**config.mk**
```make
export PLATFORM = sky130hd
export DESIGN_NAME = tmoa_core
export DESIGN_NICKNAME = d
export VERILOG_FILES = /design/src/core/tmoa_pkg.sv /design/src/core/tmoa_core.sv
export SDC_FILE = /design/constraint.sdc
export NUM_CORES = 1
export LEC_CHECK = 0
export CORE_MARGIN = 2
export CORE_UTILIZATION = 50
export DETAILED_ROUTE_END_ITERATION = 8
export DONT_BUFFER_PORTS = 1
export GPL_ROUTABILITY_DRIVEN = 0
export PLACE_DENSITY = 0.75
export SLEW_MARGIN = 10
export SYNTH_ARGS = -nofsm -noshare
export SYNTH_HDL_FRONTEND = slang
export SYNTH_SLANG_ARGS = --single-unit
```
**constraint.sdc**
```tcl
create_clock -name clk_i -period 3.35 [get_ports clk_i]
set_input_delay 0.335 -clock clk_i [delete_from_list [all_inputs] [get_ports clk_i]]
set_output_delay 0.335 -clock clk_i [all_outputs]
set_load 0.01 [all_outputs]
```
**src/core/tmoa_pkg.sv**
```systemverilog
// Constants, register map and types of the temperature monitor with alarm
`default_nettype none

package tmoa_pkg;

    // Register port
    localparam int unsigned REG_AW     = 2;
    localparam int unsigned REG_DW     = 16;
    localparam logic [1:0]  ADDR_TEMP  = 2'h0;
    localparam logic [1:0]  ADDR_CONF  = 2'h1;
    localparam logic [1:0]  ADDR_THYST = 2'h2;
    localparam logic [1:0]  ADDR_TOS   = 2'h3;

    // Field widths and placement inside the 16-bit words
    localparam int unsigned TEMP_W   = 11;
    localparam int unsigned LIM_W    = 9;
    localparam int unsigned CONF_W   = 8;
    localparam int unsigned TEMP_PAD = REG_DW - TEMP_W;
    localparam int unsigned LIM_PAD  = REG_DW - LIM_W;
    localparam int unsigned CMP_LSB  = TEMP_W - LIM_W;

    // Configuration bits
    localparam int unsigned CONF_SHDN = 0;
    localparam int unsigned CONF_MODE = 1;
    localparam int unsigned CONF_POL  = 2;
    localparam int unsigned CONF_FQLO = 3;
    localparam int unsigned CONF_FQHI = 4;

    // Reset values; limits carry 0.5 C per step
    localparam logic [7:0] CONF_RST  = 8'h00;
    localparam logic [8:0] TOS_RST   = 9'h0A0;
    localparam logic [8:0] THYST_RST = 9'h096;

    // Fault run lengths per code
    localparam logic [2:0] FQ_N0 = 3'h1;
    localparam logic [2:0] FQ_N1 = 3'h2;
    localparam logic [2:0] FQ_N2 = 3'h4;
    localparam logic [2:0] FQ_N3 = 3'h6;

    // Fixed upper part of the bus address
    localparam logic [3:0] BUS_ADDR_HI = 4'h9;

    // Timing
    localparam int unsigned CLK_PERIOD_NS  = 5;
    localparam int unsigned CONV_PERIOD_MS = 100;
    localparam int unsigned CONV_PERIOD_CYC =
        CONV_PERIOD_MS * 1000000 / CLK_PERIOD_NS;
    localparam int unsigned PCNT_W = 25;
    localparam logic [3:0]  BIT_LAST = 4'(TEMP_W - 1);

    typedef enum logic [1:0] {
        TMOA_OFF,
        TMOA_START,
        TMOA_CONV,
        TMOA_WAIT
    } tmoa_state_e;

endpackage : tmoa_pkg

`default_nettype wire

```
**src/core/tmoa_core.sv**
```systemverilog
// Conversion sequencer, limit registers and overtemperature alarm
//
// Local design decisions: the register addresses and the address-and-strobe port.
`default_nettype none

module tmoa_core #(
    parameter int unsigned CONV_CYC = tmoa_pkg::CONV_PERIOD_CYC
) (
    // Clock and reset
    input  wire logic                        clk_i,
    input  wire logic                        rst_n_i,
    // Register port
    input  wire logic [tmoa_pkg::REG_AW-1:0] addr_i,
    input  wire logic [tmoa_pkg::REG_DW-1:0] wdata_i,
    input  wire logic                        wr_i,
    input  wire logic                        rd_i,
    output logic      [tmoa_pkg::REG_DW-1:0] rdata_o,
    // Converter link
    output logic                             conv_start_o,
    input  wire logic                        sens_clk_i,
    input  wire logic                        sens_dat_i,
    output logic                             temp_valid_o,
    // Alarm pin, open drain
    output logic                             overtemp_alarm_out_o,
    output logic                             overtemp_alarm_out_oe_n_o,
    // Address straps
    input  wire logic                        addr_strap_2_i,
    input  wire logic                        addr_strap_1_i,
    input  wire logic                        addr_strap_0_i,
    output logic      [6:0]                  bus_addr_o
);
    import tmoa_pkg::*;

    function automatic logic [2:0] fq_need(input logic [1:0] code);
        case (code)
            2'h0:    fq_need = FQ_N0;
            2'h1:    fq_need = FQ_N1;
            2'h2:    fq_need = FQ_N2;
            default: fq_need = FQ_N3;
        endcase
    endfunction : fq_need

    function automatic logic sgt(input logic [LIM_W-1:0] a,
                                 input logic [LIM_W-1:0] b);
        sgt = $signed(a) > $signed(b);
    endfunction : sgt

    tmoa_state_e       state;
    tmoa_state_e       next_state;
    logic [7:0]        conf;
    logic [LIM_W-1:0]  tos;
    logic [LIM_W-1:0]  thyst;
    logic [TEMP_W-1:0] temp;
    logic [TEMP_W-1:0] shift;
    logic [3:0]        bit_cnt;
    logic [PCNT_W-1:0] period_cnt;
    logic              sclk_s1;
    logic              sclk_s2;
    logic              sclk_s3;
    logic              sdat_s1;
    logic              sdat_s2;
    logic [2:0]        strap_s1;
    logic [2:0]        strap_s2;
    logic              alarm_act;
    logic              hyst_phase;
    logic [2:0]        fcnt;

    logic              sclk_rise;
    logic              conv_done;
    logic [TEMP_W-1:0] temp_new;
    logic [LIM_W-1:0]  cmp_val;
    logic              wr_conf;
    logic              mode_chg;
    logic              int_mode;
    logic              shdn_req;
    logic              wake_req;
    logic              period_end;
    logic              above;
    logic              below;
    logic              fault;
    logic              trip;
    logic [2:0]        need;
    logic [2:0]        fcnt_inc;

    // Two-stage synchronisers for the converter link and the address straps
    always_ff @(posedge clk_i) begin
        if (!rst_n_i) begin
            sclk_s1  <= 1'b0;
            sclk_s2  <= 1'b0;
            sclk_s3  <= 1'b0;
            sdat_s1  <= 1'b0;
            sdat_s2  <= 1'b0;
            strap_s1 <= 3'h0;
            strap_s2 <= 3'h0;
        end else begin
            sclk_s1  <= sens_clk_i;
            sclk_s2  <= sclk_s1;
            sclk_s3  <= sclk_s2;
            sdat_s1  <= sens_dat_i;
            sdat_s2  <= sdat_s1;
            strap_s1 <= {addr_strap_2_i, addr_strap_1_i, addr_strap_0_i};
            strap_s2 <= strap_s1;
        end
    end

    assign sclk_rise = sclk_s2 & ~sclk_s3;
    assign temp_new  = {shift[TEMP_W-2:0], sdat_s2};
    assign cmp_val   = temp_new[TEMP_W-1:CMP_LSB];
    assign conv_done = (state == TMOA_CONV) && sclk_rise
                       && (bit_cnt == BIT_LAST);
    assign wr_conf   = wr_i && (addr_i == ADDR_CONF);
    assign mode_chg  = wr_conf && (wdata_i[CONF_MODE] != conf[CONF_MODE]);
    assign int_mode  = conf[CONF_MODE];
    assign shdn_req  = wr_conf && wdata_i[CONF_SHDN];
    assign wake_req  = wr_conf && !wdata_i[CONF_SHDN] && conf[CONF_SHDN];
    assign period_end = period_cnt == PCNT_W'(CONV_CYC - 1);

    assign bus_addr_o = {BUS_ADDR_HI, strap_s2};
    assign conv_start_o = state == TMOA_START;
    assign overtemp_alarm_out_o = 1'b0;

    // Sequencer
    always_comb begin
        next_state = state;
        case (state)
            TMOA_OFF:   if (wake_req) next_state = TMOA_START;
            TMOA_START: next_state = TMOA_CONV;
            TMOA_CONV:  if (conv_done) next_state = TMOA_WAIT;
            TMOA_WAIT:  if (period_end) next_state = TMOA_START;
            default:    next_state = TMOA_OFF;
        endcase
        if (shdn_req) begin
            next_state = TMOA_OFF;
        end
    end

    always_ff @(posedge clk_i) begin
        if (!rst_n_i) begin
            state <= TMOA_START;
        end else begin
            state <= next_state;
        end
    end

    // 100 ms period timer, held at its end value
    always_ff @(posedge clk_i) begin
        if (!rst_n_i) begin
            period_cnt <= '0;
        end else if (state == TMOA_START) begin
            // The start cycle itself is the first cycle of the period
            period_cnt <= PCNT_W'(1);
        end else if (!period_end) begin
            period_cnt <= PCNT_W'(period_cnt + 1'b1);
        end
    end

    // Serial result from the converter, MSB first
    always_ff @(posedge clk_i) begin
        if (!rst_n_i) begin
            shift   <= '0;
            bit_cnt <= 4'h0;
        end else if (state == TMOA_START) begin
            bit_cnt <= 4'h0;
        end else if (state == TMOA_CONV && sclk_rise) begin
            shift   <= temp_new;
            bit_cnt <= 4'(bit_cnt + 4'h1);
        end
    end

    // eleven-bit result stored; valid after first
    always_ff @(posedge clk_i) begin
        if (!rst_n_i) begin
            temp         <= '0;
            temp_valid_o <= 1'b0;
        end else if (conv_done) begin
            temp         <= temp_new;
            temp_valid_o <= 1'b1;
        end
    end

    always_ff @(posedge clk_i) begin
        if (!rst_n_i) begin
            conf  <= CONF_RST;
            tos   <= TOS_RST;
            thyst <= THYST_RST;
        end else if (wr_i) begin
            case (addr_i)
                ADDR_CONF:  conf  <= wdata_i[CONF_W-1:0];
                ADDR_THYST: thyst <= wdata_i[REG_DW-1:LIM_PAD];
                ADDR_TOS:   tos   <= wdata_i[REG_DW-1:LIM_PAD];
                default:    ;
            endcase
        end
    end

    // read data one cycle later, no side effect on conversion
    always_ff @(posedge clk_i) begin
        if (!rst_n_i) begin
            rdata_o <= '0;
        end else if (rd_i) begin
            case (addr_i)
                ADDR_TEMP:  rdata_o <= {temp, TEMP_PAD'(0)};
                ADDR_CONF:  rdata_o <= {8'h00, conf};
                ADDR_THYST: rdata_o <= {thyst, LIM_PAD'(0)};
                default:    rdata_o <= {tos, LIM_PAD'(0)};
            endcase
        end
    end

    // both limits judged on each new reading
    assign above = sgt(cmp_val, tos);
    assign below = sgt(thyst, cmp_val);
    assign need  = fq_need(conf[CONF_FQHI:CONF_FQLO]);
    assign fcnt_inc = 3'(fcnt + 3'h1);

    // comparator swaps limit; interrupt phase picks limit
    always_comb begin
        if (int_mode) begin
            fault = !alarm_act && (hyst_phase ? below : above);
        end else begin
            fault = alarm_act ? below : above;
        end
    end

    // fault run must reach programmed length
    assign trip = conv_done && fault && (fcnt_inc >= need);

    // any non-fault reading restarts the run
    always_ff @(posedge clk_i) begin
        if (!rst_n_i) begin
            fcnt <= 3'h0;
        end else if (mode_chg || trip) begin
            fcnt <= 3'h0;
        end else if (conv_done) begin
            fcnt <= fault ? fcnt_inc : 3'h0;
        end
    end

    // mode change restarts alarm state; new trip beats read clear
    always_ff @(posedge clk_i) begin
        if (!rst_n_i) begin
            alarm_act  <= 1'b0;
            hyst_phase <= 1'b0;
        end else if (mode_chg) begin
            alarm_act  <= 1'b0;
            hyst_phase <= 1'b0;
        end else if (trip) begin
            alarm_act  <= int_mode ? 1'b1 : !alarm_act;
        end else if (int_mode && rd_i && alarm_act) begin
            // after any cleared trip, wait for hysteresis
            alarm_act  <= 1'b0;
            hyst_phase <= 1'b1;
        end
    end

    // polarity; released pin reads high through pull-up
    always_ff @(posedge clk_i) begin
        if (!rst_n_i) begin
            overtemp_alarm_out_oe_n_o <= 1'b1;
        end else begin
            overtemp_alarm_out_oe_n_o <= conf[CONF_POL] ? alarm_act
                                                        : !alarm_act;
        end
    end

    // Start-to-start spacing, counted apart from the sequencer's timer
    logic [PCNT_W-1:0] since_start;
    logic              fresh_start;

    always_ff @(posedge clk_i) begin
        if (!rst_n_i) begin
            since_start <= '0;
            fresh_start <= 1'b1;
        end else if (conv_start_o) begin
            since_start <= PCNT_W'(1);
            fresh_start <= 1'b0;
        end else begin
            if (since_start != '1) begin
                since_start <= PCNT_W'(since_start + 1'b1);
            end
            // A start after shutdown begins a new spacing
            if (state == TMOA_OFF) begin
                fresh_start <= 1'b1;
            end
        end
    end
endmodule : tmoa_core

`default_nettype wire

```
==> run metrics <==
CTS H-tree depth=3; gr ovfl total=0; commonest cells after routing, fill and taps aside=nand2_1, dfxtp_1, a21boi_0; Starting Density=51.6%; Total GRT Usage=18.9%; Die Area=0.0115 mm2; Wirelength per Cell=14.0 um; Layout area overhead=3.77%; setup ws final=0.975 ns; hold_ws=0.0677 ns; Max Cap Violations=0; initial drt markers=150; Worst Max-Slew Pin Slew=1.01 ns; drt pass-1 iters=6; setup TNS=0 ns; share of layout cells above drive strength 1=4.76%; CTS tree=built; core area=0.0104 mm2; P_leak=2.03 nW; async set-or-reset flop fraction in the synthesized netlist=0%; Avg Cell Area, Syn=8.54 um2; clock buffer depth=2; Die Height=107 um; #FFs+latches synth=112; pre-CTS setup slack=1.00 ns; crit share post-route=70.9%; DRC Markers=0; sequential share of the synthesized area=41.9%; Peak VDD IR=0.221 mV; placed inst area=0.00537 mm2; largest net degree at the start of global routing=83; clock share of power=31.0%; Die Wd=107 um; Fmax=0.421 GHz; worst-path maximum fanout=16; library cells used by synthesis=52; IO buf count=0; Worst Skew=0.00865 ns; Cell Rows=37; Final nets=661; final instance area=0.00555 mm2; startpoint types=flip-flop; Post-Syn Area=0.00535 mm2; CTS buffer count=9; Post-synth top flop=dfxtp_1; drt via density=5.49; dpl hpwl=7540 um; total number of vias=4088; post-cts sizing count=0; critical path class=reg2reg; io pins=54; max-slew violation count=0; Comb pwr share=10.4%; clock-pin slew on the worst setup and hold paths=0.10 ns; Internal=0.00178 W; initial antenna violation count=0; root buffer cell=clkbuf_8; diodes inserted=0; Psw=0.000619 W; Final Critical Period=2.38 ns; sequential share of power=58.7%; Min-Delay Path Class=in2reg; outcome=finished clean; unrepaired setup endpoints after global routing=false; antenna viol nets, final=0; Post-CTS Hold Fix Bufs=0; # Post-CTS Setup Buffers=0; Clock Sinks=112; Worst EP arrival=2.64 ns; Syn. warnings=0; Crit. End Element=flip-flop; Worst slew margin=32.6%; Crit path required time=3.62 ns; Fin. Hold Viols=0; number of synthesized flops with an enable pin=0; worst skew pair latency=0.36 ns; final setup fails=0; power density cells=433 mW/mm2; first-pass GRT wire length=17600 um; cell count after synthesis=626; vias in the first global route=3841; sw frac=25.7%; Util after Layout=53.5%; commonest non-fill, non-tap cell in the layout=nand2_1; DRT Wirelength=10400 um
-- per-layer routing --
layer / wire length [um] / GRT usage, %
met5: 0 / 0
met4: 125 / 5.86
met3: 357 / 3.51
met2: 5150 / 32.9
met1: 4810 / 23.8
-- sequential cells by signal, summed over array words and instances (netlist names), 4 cells and up --
signal	count
temp	11
shift	10
bit_cnt	4
conf	8
rdata_o	16
thyst	9
tos	9
period_cnt	25
-- critical path, stage by stage (launching register included) --
cell	delay, ns
dfxtp_1	0.35
inv_1	0.12
ha_1	0.21
nand3b_1	0.18
or3_1	0.63
a22o_1	0.35
a21oi_4	0.14
mux2i_1	0.09
a21bo_1	0.19
-- cells by family after synthesis --
group	after synthesis	synth area share, %
AO/OA/AOI/OAI	107	14.6
XOR/XNOR	25	4.09
adder cells (fa/ha/maj)	30	7.02
buffers and inverters	68	5.43
flip-flops	112	41.9
multiplexers	15	3.04
other	2	0.140
AND/OR/NAND/NOR	267	23.8
-- power by group through the flow --
stage | Clock [W] | Sequential (W) | Combinational, W
finish | 0.000744 | 0.00141 | 0.000250
global route | 0.000818 | 0.00142 | 0.000282
CTS | 0.000773 | 0.00141 | 0.000251
detailed placement | 0 | 0.00144 | 0.000250
global placement | 0 | 0.00144 | 0.000238
floorplan | 0 | 0.00143 | 0.000233
-- per-stage QoR --
| step | cells | total power, W |
|---|---|---|
| after floorplan | 629 | 0.00166 |
| after global placement | 729 | 0.00168 |
| after detailed placement | 729 | 0.00169 |
| after CTS | 745 | 0.00243 |
| after global routing | 745 | 0.00252 |
| final | 745 | 0.00240 |
-- cell type report --
| type | count | area (um2) |
|---|---|---|
| flip-flops and latches | 112 | 2240 |
| clock buffers | 11 | 151 |
| clock inverters | 5 | 31.3 |
| well taps | 136 | 170 |
| multi-input cells | 449 | 2830 |
| inverters | 30 | 113 |
| repair buffers | 2 | 15.0 |
| fillers | 972 | 4820 |
-- cells in the mapped netlist, types with 8 or more instances --
library cell    n  area [um2]
nand4_1        16         100
o211a_1         8        80.1
clkbuf_1       27         101
a21boi_0       46         345
nor2_1         40         150
ha_1           30         375
nand2_1       118         443
a21oi_1        11        55.1
dfxtp_1       112        2240
nor3_1          8        40.0
mux2i_1        14         140
nand3_1        31         155
o21ai_0        10        50.1
o211ai_1       13        97.6
and2_1         14        87.6
nand2b_1        9        56.3
xor2_1         20         175
inv_1          30         113
-- final timing paths --
path	depth (start not counted)	slack, ns	start	to
worst max-delay path	8	0.97	state[0]	state[0]
worst min-delay path	1	0.07	rst_n_i	thyst[2]
worst max register to register	8	0.97	state[0]	state[0]
worst min register to register	1	0.44	sclk_s1	sclk_s2
(Power assumes the default switching activity.)
